<file path="src/common/pbpt_pkg.sv">
`default_nettype none
package pbpt_pkg;

  // ---------------------------------------------------------------------
  // Clock and timing
  // ---------------------------------------------------------------------
  // System clock period in nanoseconds.
  localparam int unsigned CLK_PERIOD_NS = 10;
  // Hold thresholds, in milliseconds.
  localparam int unsigned SHORT_HOLD_MS = 1000;
  localparam int unsigned LONG_HOLD_MS = 5000;
  // Armed time after release, then learning end, in milliseconds.
  localparam int unsigned ARMED_MS = 6000;
  localparam int unsigned LEARN_END_MS = 12000;
  // Debounce settle time in milliseconds.
  localparam int unsigned DEBOUNCE_MS = 20;
  // Blink toggle periods: half of 1/2.5 Hz and half of 1/1 Hz, in ms.
  localparam int unsigned BLINK3_HALF_MS = 200;
  localparam int unsigned BLINK2_HALF_MS = 500;
  // One millisecond expressed in clock cycles.
  localparam int unsigned MS_CYCLES = 1000000 / CLK_PERIOD_NS;

  // ---------------------------------------------------------------------
  // Counter widths and reset values
  // ---------------------------------------------------------------------
  // Width of the millisecond counter (enough for 12000 ms).
  localparam int unsigned MS_W = 14;
  // Width of the millisecond prescaler (enough for 100000 cycles).
  localparam int unsigned PRE_W = 17;
  // Width of the blink phase counter.
  localparam int unsigned BLINK_W = 10;
  // Indicator level after reset: off.
  localparam logic INDICATOR_RST = 1'h0;

  // ---------------------------------------------------------------------
  // States, Gray coded along press, arm and learn; the step from learn back to idle flips two bits
  // ---------------------------------------------------------------------
  typedef enum logic [2:0] {
    ST_IDLE = 3'h0,
    ST_PRESS = 3'h1,
    ST_ARM_HELD = 3'h3,
    ST_ARMED = 3'h2,
    ST_LEARN = 3'h6,
    ST_DELETE = 3'h7,
    ST_RESTART = 3'h5
  } pbpt_state_type;

endpackage
`default_nettype wire

</file>
<file path="src/hw/pbpt_timer.sv">
// Contract
// - Hold 1..5 s arms learning, blink three.
// - After release, armed 6 s, then learn 6 s.
// - Hold 5 s or more: indicator off, restart.
// - Ignore button while armed or learning.
// - Disable input blocks the button entirely.
// - Blink three toggles at 2.5 Hz.
// - Blink two toggles at 1 Hz.
`timescale 1ns/1ns
`default_nettype none
module pbpt_timer #(
  // Clock cycles per millisecond tick; a bench may shorten it so that
  // second-long holds fit a short run, the hardware keeps the default.
  parameter int unsigned TICK_CYCLES = pbpt_pkg::MS_CYCLES
) (
  // Clock and reset.
  input wire logic clk,
  input wire logic arst_n,
  // Operator button, high while pressed, synchronous to clk.
  input wire logic learnButton,
  // Configuration: high disables the button.
  input wire logic buttonDisable,
  // Steady indicator level while idle or pressed; blink or dark in the other states.
  input wire logic normalIndicator,
  // Outputs to the rest of the device.
  output logic workStatusIndicator,
  output logic learnStart,
  output logic learnActive,
  output logic deleteRestart
);

  // ---------------------------------------------------------------------
  // State record
  // ---------------------------------------------------------------------
  // All state lives in one packed record so a single flop bank holds it.
  typedef struct packed {
    pbpt_pkg::pbpt_state_type state;
    logic [7:0] dbCnt;
    logic btnStable;
    logic [pbpt_pkg::PRE_W-1:0] pre;
    logic [pbpt_pkg::MS_W-1:0] msCnt;
    logic [pbpt_pkg::BLINK_W-1:0] blinkCnt;
    logic blink;
    logic indicator;
    logic startPulse;
    logic restartPulse;
  } pbpt_rec_type;

  // Current and next record.
  pbpt_rec_type cur_ff;
  pbpt_rec_type nxt_cur;

  // Typed copies of the timing constants at counter width.
  // Last prescaler count before the tick, cut to the counter width.
  localparam logic [pbpt_pkg::PRE_W-1:0] PRE_MAX =
    pbpt_pkg::PRE_W'(TICK_CYCLES - 1);
  localparam logic [pbpt_pkg::MS_W-1:0] T_SHORT =
    pbpt_pkg::MS_W'(pbpt_pkg::SHORT_HOLD_MS);
  localparam logic [pbpt_pkg::MS_W-1:0] T_LONG =
    pbpt_pkg::MS_W'(pbpt_pkg::LONG_HOLD_MS);
  localparam logic [pbpt_pkg::MS_W-1:0] T_ARMED =
    pbpt_pkg::MS_W'(pbpt_pkg::ARMED_MS);
  localparam logic [pbpt_pkg::MS_W-1:0] T_LEARN_END =
    pbpt_pkg::MS_W'(pbpt_pkg::LEARN_END_MS);
  localparam logic [7:0] T_DEB = 8'(pbpt_pkg::DEBOUNCE_MS);
  localparam logic [pbpt_pkg::BLINK_W-1:0] B3_HALF =
    pbpt_pkg::BLINK_W'(pbpt_pkg::BLINK3_HALF_MS);
  localparam logic [pbpt_pkg::BLINK_W-1:0] B2_HALF =
    pbpt_pkg::BLINK_W'(pbpt_pkg::BLINK2_HALF_MS);

  // Millisecond enable pulse from the prescaler.
  logic msTick;
  // Button input after the disable gate.
  logic btnRaw;

  assign msTick = (cur_ff.pre == PRE_MAX);
  // A disabled button looks released, so no press made while disabled can start or delete.
  assign btnRaw = learnButton & ~buttonDisable;

  // ---------------------------------------------------------------------
  // Next-state logic
  // ---------------------------------------------------------------------
  // Prescaler, debounce, hold timing, state walk and blink generation.
  always_comb begin
    nxt_cur = cur_ff;
    nxt_cur.startPulse = 1'h0;
    nxt_cur.restartPulse = 1'h0;
    // The prescaler always runs; every slower rate is msTick.
    if (msTick) begin
      nxt_cur.pre = '0;
    end else begin
      nxt_cur.pre = cur_ff.pre + 1'h1;
    end
    // Debounce: the raw level must differ for the full settle time.
    // Any chatter back to the settled level restarts the count, so a
    // bouncing contact is never mistaken for a press or a release.
    if (btnRaw == cur_ff.btnStable) begin
      nxt_cur.dbCnt = '0;
    end else if (msTick) begin
      if (cur_ff.dbCnt == T_DEB - 8'h1) begin
        nxt_cur.btnStable = btnRaw;
        nxt_cur.dbCnt = '0;
      end else begin
        nxt_cur.dbCnt = cur_ff.dbCnt + 8'h1;
      end
    end
    // Millisecond counter, saturating at its top to avoid wrapping.
    if (msTick && cur_ff.msCnt != '1) begin
      nxt_cur.msCnt = cur_ff.msCnt + 1'h1;
    end
    // Blink phase counter, in milliseconds.
    if (msTick) begin
      nxt_cur.blinkCnt = cur_ff.blinkCnt + 1'h1;
    end
    case (cur_ff.state)
      pbpt_pkg::ST_IDLE: begin
        nxt_cur.msCnt = '0;
        if (cur_ff.btnStable) begin
          nxt_cur.state = pbpt_pkg::ST_PRESS;
        end
      end
      pbpt_pkg::ST_PRESS: begin
        // Release before one second is simply forgotten.
        if (!cur_ff.btnStable) begin
          nxt_cur.state = pbpt_pkg::ST_IDLE;
        end else if (cur_ff.msCnt >= T_SHORT) begin
          nxt_cur.state = pbpt_pkg::ST_ARM_HELD;
          nxt_cur.blinkCnt = '0;
          nxt_cur.blink = 1'h1;
        end
      end
      pbpt_pkg::ST_ARM_HELD: begin
        // The long-hold test goes first: once five seconds have passed, a
        // release no longer arms learning but deletes the background.
        if (cur_ff.msCnt >= T_LONG) begin
          nxt_cur.state = pbpt_pkg::ST_DELETE;
        end else if (!cur_ff.btnStable) begin
          nxt_cur.state = pbpt_pkg::ST_ARMED;
          nxt_cur.msCnt = '0;
        end
      end
      pbpt_pkg::ST_ARMED: begin
        // Button is not looked at here, so presses have no effect.
        if (cur_ff.msCnt >= T_ARMED) begin
          nxt_cur.state = pbpt_pkg::ST_LEARN;
          nxt_cur.startPulse = 1'h1;
          nxt_cur.blinkCnt = '0;
          nxt_cur.blink = 1'h1;
        end
      end
      pbpt_pkg::ST_LEARN: begin
        // Learning runs to the end regardless of the button.
        if (cur_ff.msCnt >= T_LEARN_END) begin
          nxt_cur.state = pbpt_pkg::ST_IDLE;
        end
      end
      pbpt_pkg::ST_DELETE: begin
        if (!cur_ff.btnStable) begin
          nxt_cur.state = pbpt_pkg::ST_RESTART;
          nxt_cur.restartPulse = 1'h1;
        end
      end
      pbpt_pkg::ST_RESTART: begin
        // The rest of the device resets us; meanwhile go back to idle after one cycle.
        nxt_cur.state = pbpt_pkg::ST_IDLE;
      end
      default: begin
        nxt_cur.state = pbpt_pkg::ST_IDLE;
      end
    endcase
    // Blink toggling at the half period of the active pattern. Toggling
    // only on msTick makes each half period an exact count of ticks, so
    // the pattern never drifts against the state timers.
    if (msTick) begin
      if (cur_ff.state == pbpt_pkg::ST_ARM_HELD ||
          cur_ff.state == pbpt_pkg::ST_ARMED) begin
        if (cur_ff.blinkCnt >= B3_HALF - 1'h1) begin
          nxt_cur.blinkCnt = '0;
          nxt_cur.blink = ~cur_ff.blink;
        end
      end else if (cur_ff.state == pbpt_pkg::ST_LEARN) begin
        if (cur_ff.blinkCnt >= B2_HALF - 1'h1) begin
          nxt_cur.blinkCnt = '0;
          nxt_cur.blink = ~cur_ff.blink;
        end
      end
    end
    // Indicator selection by state; registered for a clean pin.
    case (nxt_cur.state)
      pbpt_pkg::ST_ARM_HELD, pbpt_pkg::ST_ARMED,
      pbpt_pkg::ST_LEARN: begin
        nxt_cur.indicator = nxt_cur.blink;
      end
      pbpt_pkg::ST_DELETE, pbpt_pkg::ST_RESTART: begin
        nxt_cur.indicator = 1'h0;
      end
      default: begin
        nxt_cur.indicator = normalIndicator;
      end
    endcase
  end

  // ---------------------------------------------------------------------
  // State register
  // ---------------------------------------------------------------------
  // Single flop bank; reset puts every field to a constant.
  always_ff @(posedge clk or negedge arst_n) begin
    if (!arst_n) begin
      cur_ff <= '{state: pbpt_pkg::ST_IDLE, dbCnt: '0, btnStable: 1'h0,
                  pre: '0, msCnt: '0, blinkCnt: '0, blink: 1'h0,
                  indicator: pbpt_pkg::INDICATOR_RST,
                  startPulse: 1'h0, restartPulse: 1'h0};
    end else begin
      cur_ff <= nxt_cur;
    end
  end

  // Outputs straight from flops.
  assign workStatusIndicator = cur_ff.indicator;
  assign learnStart = cur_ff.startPulse;
  // Decoded from the state flops alone, so no next-state glitch reaches
  // the learning engine.
  assign learnActive = (cur_ff.state == pbpt_pkg::ST_LEARN);
  assign deleteRestart = cur_ff.restartPulse;

endmodule
`default_nettype wire

</file>
<file path="config.mk">
export PLATFORM = sky130hd
export DESIGN_NAME = pbpt_timer
export DESIGN_NICKNAME = d
export VERILOG_FILES = /design/src/common/pbpt_pkg.sv /design/src/hw/pbpt_timer.sv
export SDC_FILE = /design/constraint.sdc
export NUM_CORES = 1
export LEC_CHECK = 0
export ABC_AREA = 0
export ABC_CLOCK_PERIOD_IN_PS = 2000
export BUFFER_PORTS_ARGS = -buffer_cell sky130_fd_sc_hd__buf_2
export CAP_MARGIN = 20
export CORE_ASPECT_RATIO = 0.75
export CORE_MARGIN = 3
export CORE_UTILIZATION = 50
export CTS_BUF_LIST = sky130_fd_sc_hd__clkbuf_8
export DETAILED_ROUTE_END_ITERATION = 8
export HOLD_SLACK_MARGIN = 0.05
export PLACE_DENSITY = 0.66
export SYNTH_ARGS = -nofsm -noshare
export SYNTH_HDL_FRONTEND = slang
export SYNTH_SLANG_ARGS = --single-unit
</file>
<file path="constraint.sdc">
create_clock -name clk -period 2 [get_ports clk]
set_input_delay 0.2 -clock clk [delete_from_list [all_inputs] [get_ports clk]]
set_output_delay 0.2 -clock clk [all_outputs]
set_load 0.005 [all_outputs]
</file>
Word level (Yosys, flattened, before mapping)
Index checks and enable logic that the tools add are counted.
{"block": "word_totals", "reg_bits": 57, "inputBits": 5, "out_inout_bits": 4, "elab_cells": 78}
{"block": "op_classes", "n_addsub": 4, "magnitude_cmp": 6, "n_eq_ne": 14, "muxes": 33, "bitwise": 4, "n_reduce_logical": 7}
{"op": "$mux W11", "count": 8}
{"op": "$mux W14", "count": 3}
{"op": "$ge A14 B13 Y1 const B", "count": 2}
{"op": "$pmux W14 S2", "count": 1}
{"op": "$mux W3", "count": 8}
{"op": "$pmux W11 S2", "count": 1}
{"op": "$pmux W3 S6", "count": 1}
{"op": "$add A17 B1 Y17 const B", "count": 1}
{"op": "$eq A17 B17 Y1 const B", "count": 1}
{"op": "$mux W17", "count": 1}
{"op": "$mux W8", "count": 2}
{"op": "$eq A3 B3 Y1 const B", "count": 5}
{"op": "$add A14 B1 Y14 const B", "count": 1}
{"op": "$ge A14 B10 Y1 const B", "count": 1}
{"op": "$ge A14 B14 Y1 const B", "count": 1}
{"op": "$ne A14 B14 Y1 const B", "count": 1}
{"op": "$eq A3 B2 Y1 const B", "count": 4}
{"op": "$add A10 B1 Y10 const B", "count": 1}
{"op": "$ge A10 B8 Y1 const B", "count": 1}
{"op": "$ge A10 B9 Y1 const B", "count": 1}
{"op": "$mux W10", "count": 1}
{"op": "$mux W9", "count": 1}
{"op": "$add A8 B1 Y8 const B", "count": 1}
{"op": "$eq A8 B5 Y1 const B", "count": 1}
{"op": "other kinds (13)", "count": 19}

Longest topological paths before layout
{"block": "depth", "depth_word": 10, "mapped_depth": 9, "depth_no_buf": 7}

Least setup slack after synthesis
No wires, ideal clock.
{"block": "synth_timing", "path_type": "reg-to-reg", "from": "register cur_ff[28] in the netlist's numbering", "to": "register cur_ff[13] in the netlist's numbering", "setup_time_ns": 0.077, "arrival_ns": 1.819, "required_time_ns": 1.923, "path_slack_ns": 0.103, "stages_incl_launch_ff": 10, "n_path_buf": 2, "period_less_slack_ns": 1.897, "path_cell_list": "dfrtp_1 ha_1 and4_1 buf_4 and4_4 and2_4 buf_6 nand3_2 or3_1 a21oi_1"}
{"item": "start: declaration", "line": "pbpt_timer.sv:50", "rtl": "pbpt_rec_type cur_ff;"}
{"item": "start signal: assignment", "line": "pbpt_timer.sv:209", "rtl": "cur_ff <= '{state: pbpt_pkg::ST_IDLE, dbCnt: '0, btnStable: 1'h0,"}
{"item": "start signal: assignment", "line": "pbpt_timer.sv:214", "rtl": "cur_ff <= nxt_cur;"}

==> flow_metrics.env <==
export IMPL_cts_tree="done"
export IMPL_drive_gt1_frac=0.160
export IMPL_holdCritPathClass="in2reg"
export IMPL_maxCapViolations=0
export IMPL_clock_sinks=57
export IMPL_setup_tns_ps=0
export IMPL_synth_most_common_cell="dfrtp_1"
export IMPL_min_delay_path_depth=3
export IMPL_clock_latency_ps=340
export IMPL_ys_warn_count=0
export IMPL_htree_levels=3
export IMPL_grt_pass1_vias=2237
export IMPL_io_pins=9
export IMPL_clk_pin_slew_ps=60
export IMPL_io_buffers=8
export IMPL_endpoint_kind="flip-flop"
export IMPL_n_antenna_cell=0
export IMPL_drt_wl_total_um=6280
export IMPL_min_period_over_period=0.956
export IMPL_period_needed_ps=1910
export IMPL_vias_per_cell=5.56
export IMPL_pre_cts_slack_ps=40.7
export IMPL_hold_path_end="workStatusIndicator$_DFF_PN0_"
export IMPL_synth_area_per_cell_um2=9.48
export IMPL_cts_made_buffers=9
export IMPL_track_usage=0.204
export IMPL_hp_start="normalIndicator"
export IMPL_fp_dieW_um=95.4
export IMPL_placementRows=23
export IMPL_cell_internal_pwr_mw=1.67
export IMPL_core_area_mm2=0.00555
export IMPL_p_switching_mw=0.479
export IMPL_status="completed"
export IMPL_yosys_area_top_type="dfrtp_1"
export IMPL_finalMaxSlewViolations=0
export IMPL_maxSlewHeadroom=0.548
export IMPL_ys_seq_area_frac=0.476
export IMPL_r2r_end="cur_ff[12]$_DFF_PN0_"
export IMPL_synth_nets=326
export IMPL_worst_setup_path_start_kind="flip-flop"
export IMPL_final_hold_viol_count=0
export IMPL_crit_arrival_ps=2180
export IMPL_setup_ws_ps=88.9
export IMPL_die_h_um=73.0
export IMPL_post_route_util=0.619
export IMPL_r2r_cells=6
export IMPL_fmax_ghz=0.523
export IMPL_placed_area_mm2=0.00322
export IMPL_seqPwrFrac=0.538
export IMPL_grt_setup_unrepaired="no"
export IMPL_clockPowerShare=0.443
export IMPL_required_ps=2270
export IMPL_ys_ff_latch=57
export IMPL_synth_top_area_share=0.476
export IMPL_placed_cells=408
export IMPL_synth_flop_cell="dfrtp_1"
export IMPL_path_max_fanout=10
export IMPL_antenna_found_initial=0
export IMPL_nets=356
export IMPL_syn_inst=316
export IMPL_dr_pass1_iters=4
export IMPL_via_count=2367
export IMPL_synth_top_cells_by_count="57 x dfrtp_1, 37 x nor2_1, 32 x nand2_1"
export IMPL_synth_distinct_cells=50
export IMPL_synth_area_leaders="dfrtp_1 48%, xor2_1 6.4%, nor2_1 4.6%"
export IMPL_pwr_share_comb=0.019
export IMPL_fin_cells=426
export IMPL_postRouteAntennaNets=0
export IMPL_wl_per_cell_um=14.7
export IMPL_vdd_ir_drop_worst_mv=0.391
export IMPL_synth_edf_count=0
export IMPL_syn2layout_area_growth_pct=14.7
export IMPL_p_sw_frac=0.223
export IMPL_gp_congestion=0.816
export IMPL_drc_errors=0
export IMPL_hpwl_um=4400
export IMPL_drt_initial_drc_count=88
export IMPL_grt_max_degree=31
export IMPL_path_class="reg2reg"
export IMPL_tightestPinTransition_ps=679
export IMPL_initial_core_util=0.540
export IMPL_cts_buffer_depth=2
export IMPL_power_density_mw_per_mm2=624
export IMPL_r2r_start="cur_ff[20]$_DFF_PN0_"
export IMPL_p_leak_nw=1.56
export IMPL_synthArstFlopShare=1.00
export IMPL_cts_root_buf="clkbuf_8"
export IMPL_overflow=0
export IMPL_setup_viol=0
export IMPL_final_cell_area_mm2=0.00344
export IMPL_r2r_slack_ps=90
export IMPL_skew_ps=7.19
export IMPL_grt_pass1_wl_um=10800
export IMPL_dieArea_mm2=0.00697
export IMPL_syn_area_mm2=0.00300
## worst max-delay path, cell delays in order, from the launching register on
cell	delay, ps
dfrtp_1	430
and3_1	240
a2111oi_1	390
nor3_1	160
a211o_1	290
buf_4	190
a21oi_1	130
## metal layers
layer,vias up,GRT usage,wire length [µm]
met5,-,0,0
met3,5,0.0784,282
met2,37,0.277,2730
li1,1182,-,-
met4,0,0.0599,57
met1,1143,0.301,3210
## cells by family (layout without fill, tap and decap cells)
| family | after synthesis | after routing | share of synthesized area |
|---|---|---|---|
| AO/OA/AOI/OAI | 52 | 52 | 0.109 |
| XOR/XNOR | 33 | 33 | 0.0964 |
| adder cells (fa/ha/maj) | 5 | 5 | 0.0209 |
| buffers and inverters | 17 | 52 | 0.0288 |
| flip-flops | 57 | 57 | 0.476 |
| AND/OR/NAND/NOR | 152 | 152 | 0.268 |
## cell type report
cell class	count	area [µm²]
fill	485	2120
multi-input combinational	242	1510
sequential	57	1430
timing repair buffer	32	223
clock buffer	11	151
tap	75	93.8
clock inverter	5	22.5
inverter	4	15.0
## state kept, by name, indices dropped and copies added, names as in the netlist
| signal | cells |
|---|---|
| cur_ff | 54 |
| deleteRestart | 1 |
| workStatusIndicator | 1 |
| learnStart | 1 |
## what timing repair did
action,in CTS,in global routing
hold endpoints to repair,27,0
hold buffers,1,0
setup endpoints to repair,0,27
setup buffers,0,1
resized for setup,0,5
## power groups by stage
stage	Clock (mW)	Combinational, mW	Sequential, mW
2_1_floorplan	0	0.00618	1.18
3_3_place_gp	0	0.0404	1.18
5_1_grt	1.04	0.0470	1.15
4_1_cts	0.980	0.0419	1.15
6_report	0.950	0.0400	1.15
3_5_place_dp	0	0.0406	1.18
## cell usage in the layout (no fill, tap or decap), types with 2 or more instances in the layout
cell and n:
and3_1 8, dfrtp_1 57, nor3b_1 3, o31ai_1 2
nand3_1 18, nand3_2 2, nand4b_1 2, inv_1 6
o211ai_1 5, xnor2_1 11, o21ai_0 19, buf_2 8
nor2b_1 2, nand2_1 32, xor2_1 22, clkinv_2 3
and2_1 3, and4_1 2, nor3_1 8, ha_1 5
a211o_1 2, or3_1 5, buf_4 23, a31oi_1 2
nand2b_1 3, nand4_1 16, nor2_1 37, clkbuf_8 11
a21oi_1 11
## worst max path at each step
| stage | start | endpoint | slack [ps] | cells after the start |
|---|---|---|---|---|
| after floorplan | cur_ff[28]$_DFF_PN0_ | cur_ff[13]$_DFF_PN0_ | 100 | 9 |
| after global placement | cur_ff[39]$_DFF_PN0_ | cur_ff[27]$_DFF_PN0_ | 90 | 6 |
| after detailed placement | cur_ff[28]$_DFF_PN0_ | cur_ff[19]$_DFF_PN0_ | 40 | 7 |
| after CTS | cur_ff[20]$_DFF_PN0_ | cur_ff[12]$_DFF_PN0_ | 8 | 6 |
| after global routing | cur_ff[20]$_DFF_PN0_ | cur_ff[12]$_DFF_PN0_ | 3 | 6 |
| final | cur_ff[20]$_DFF_PN0_ | cur_ff[12]$_DFF_PN0_ | 90 | 6 |
## per-stage QoR
step	power (mW)	hold slack (ps)
after CTS	2.18	103
after detailed placement	1.22	285
after global routing	2.24	118
final	2.14	118
after floorplan	1.18	-95.6
after global placement	1.22	282
Note: power is estimated with default switching activity, not from simulation.
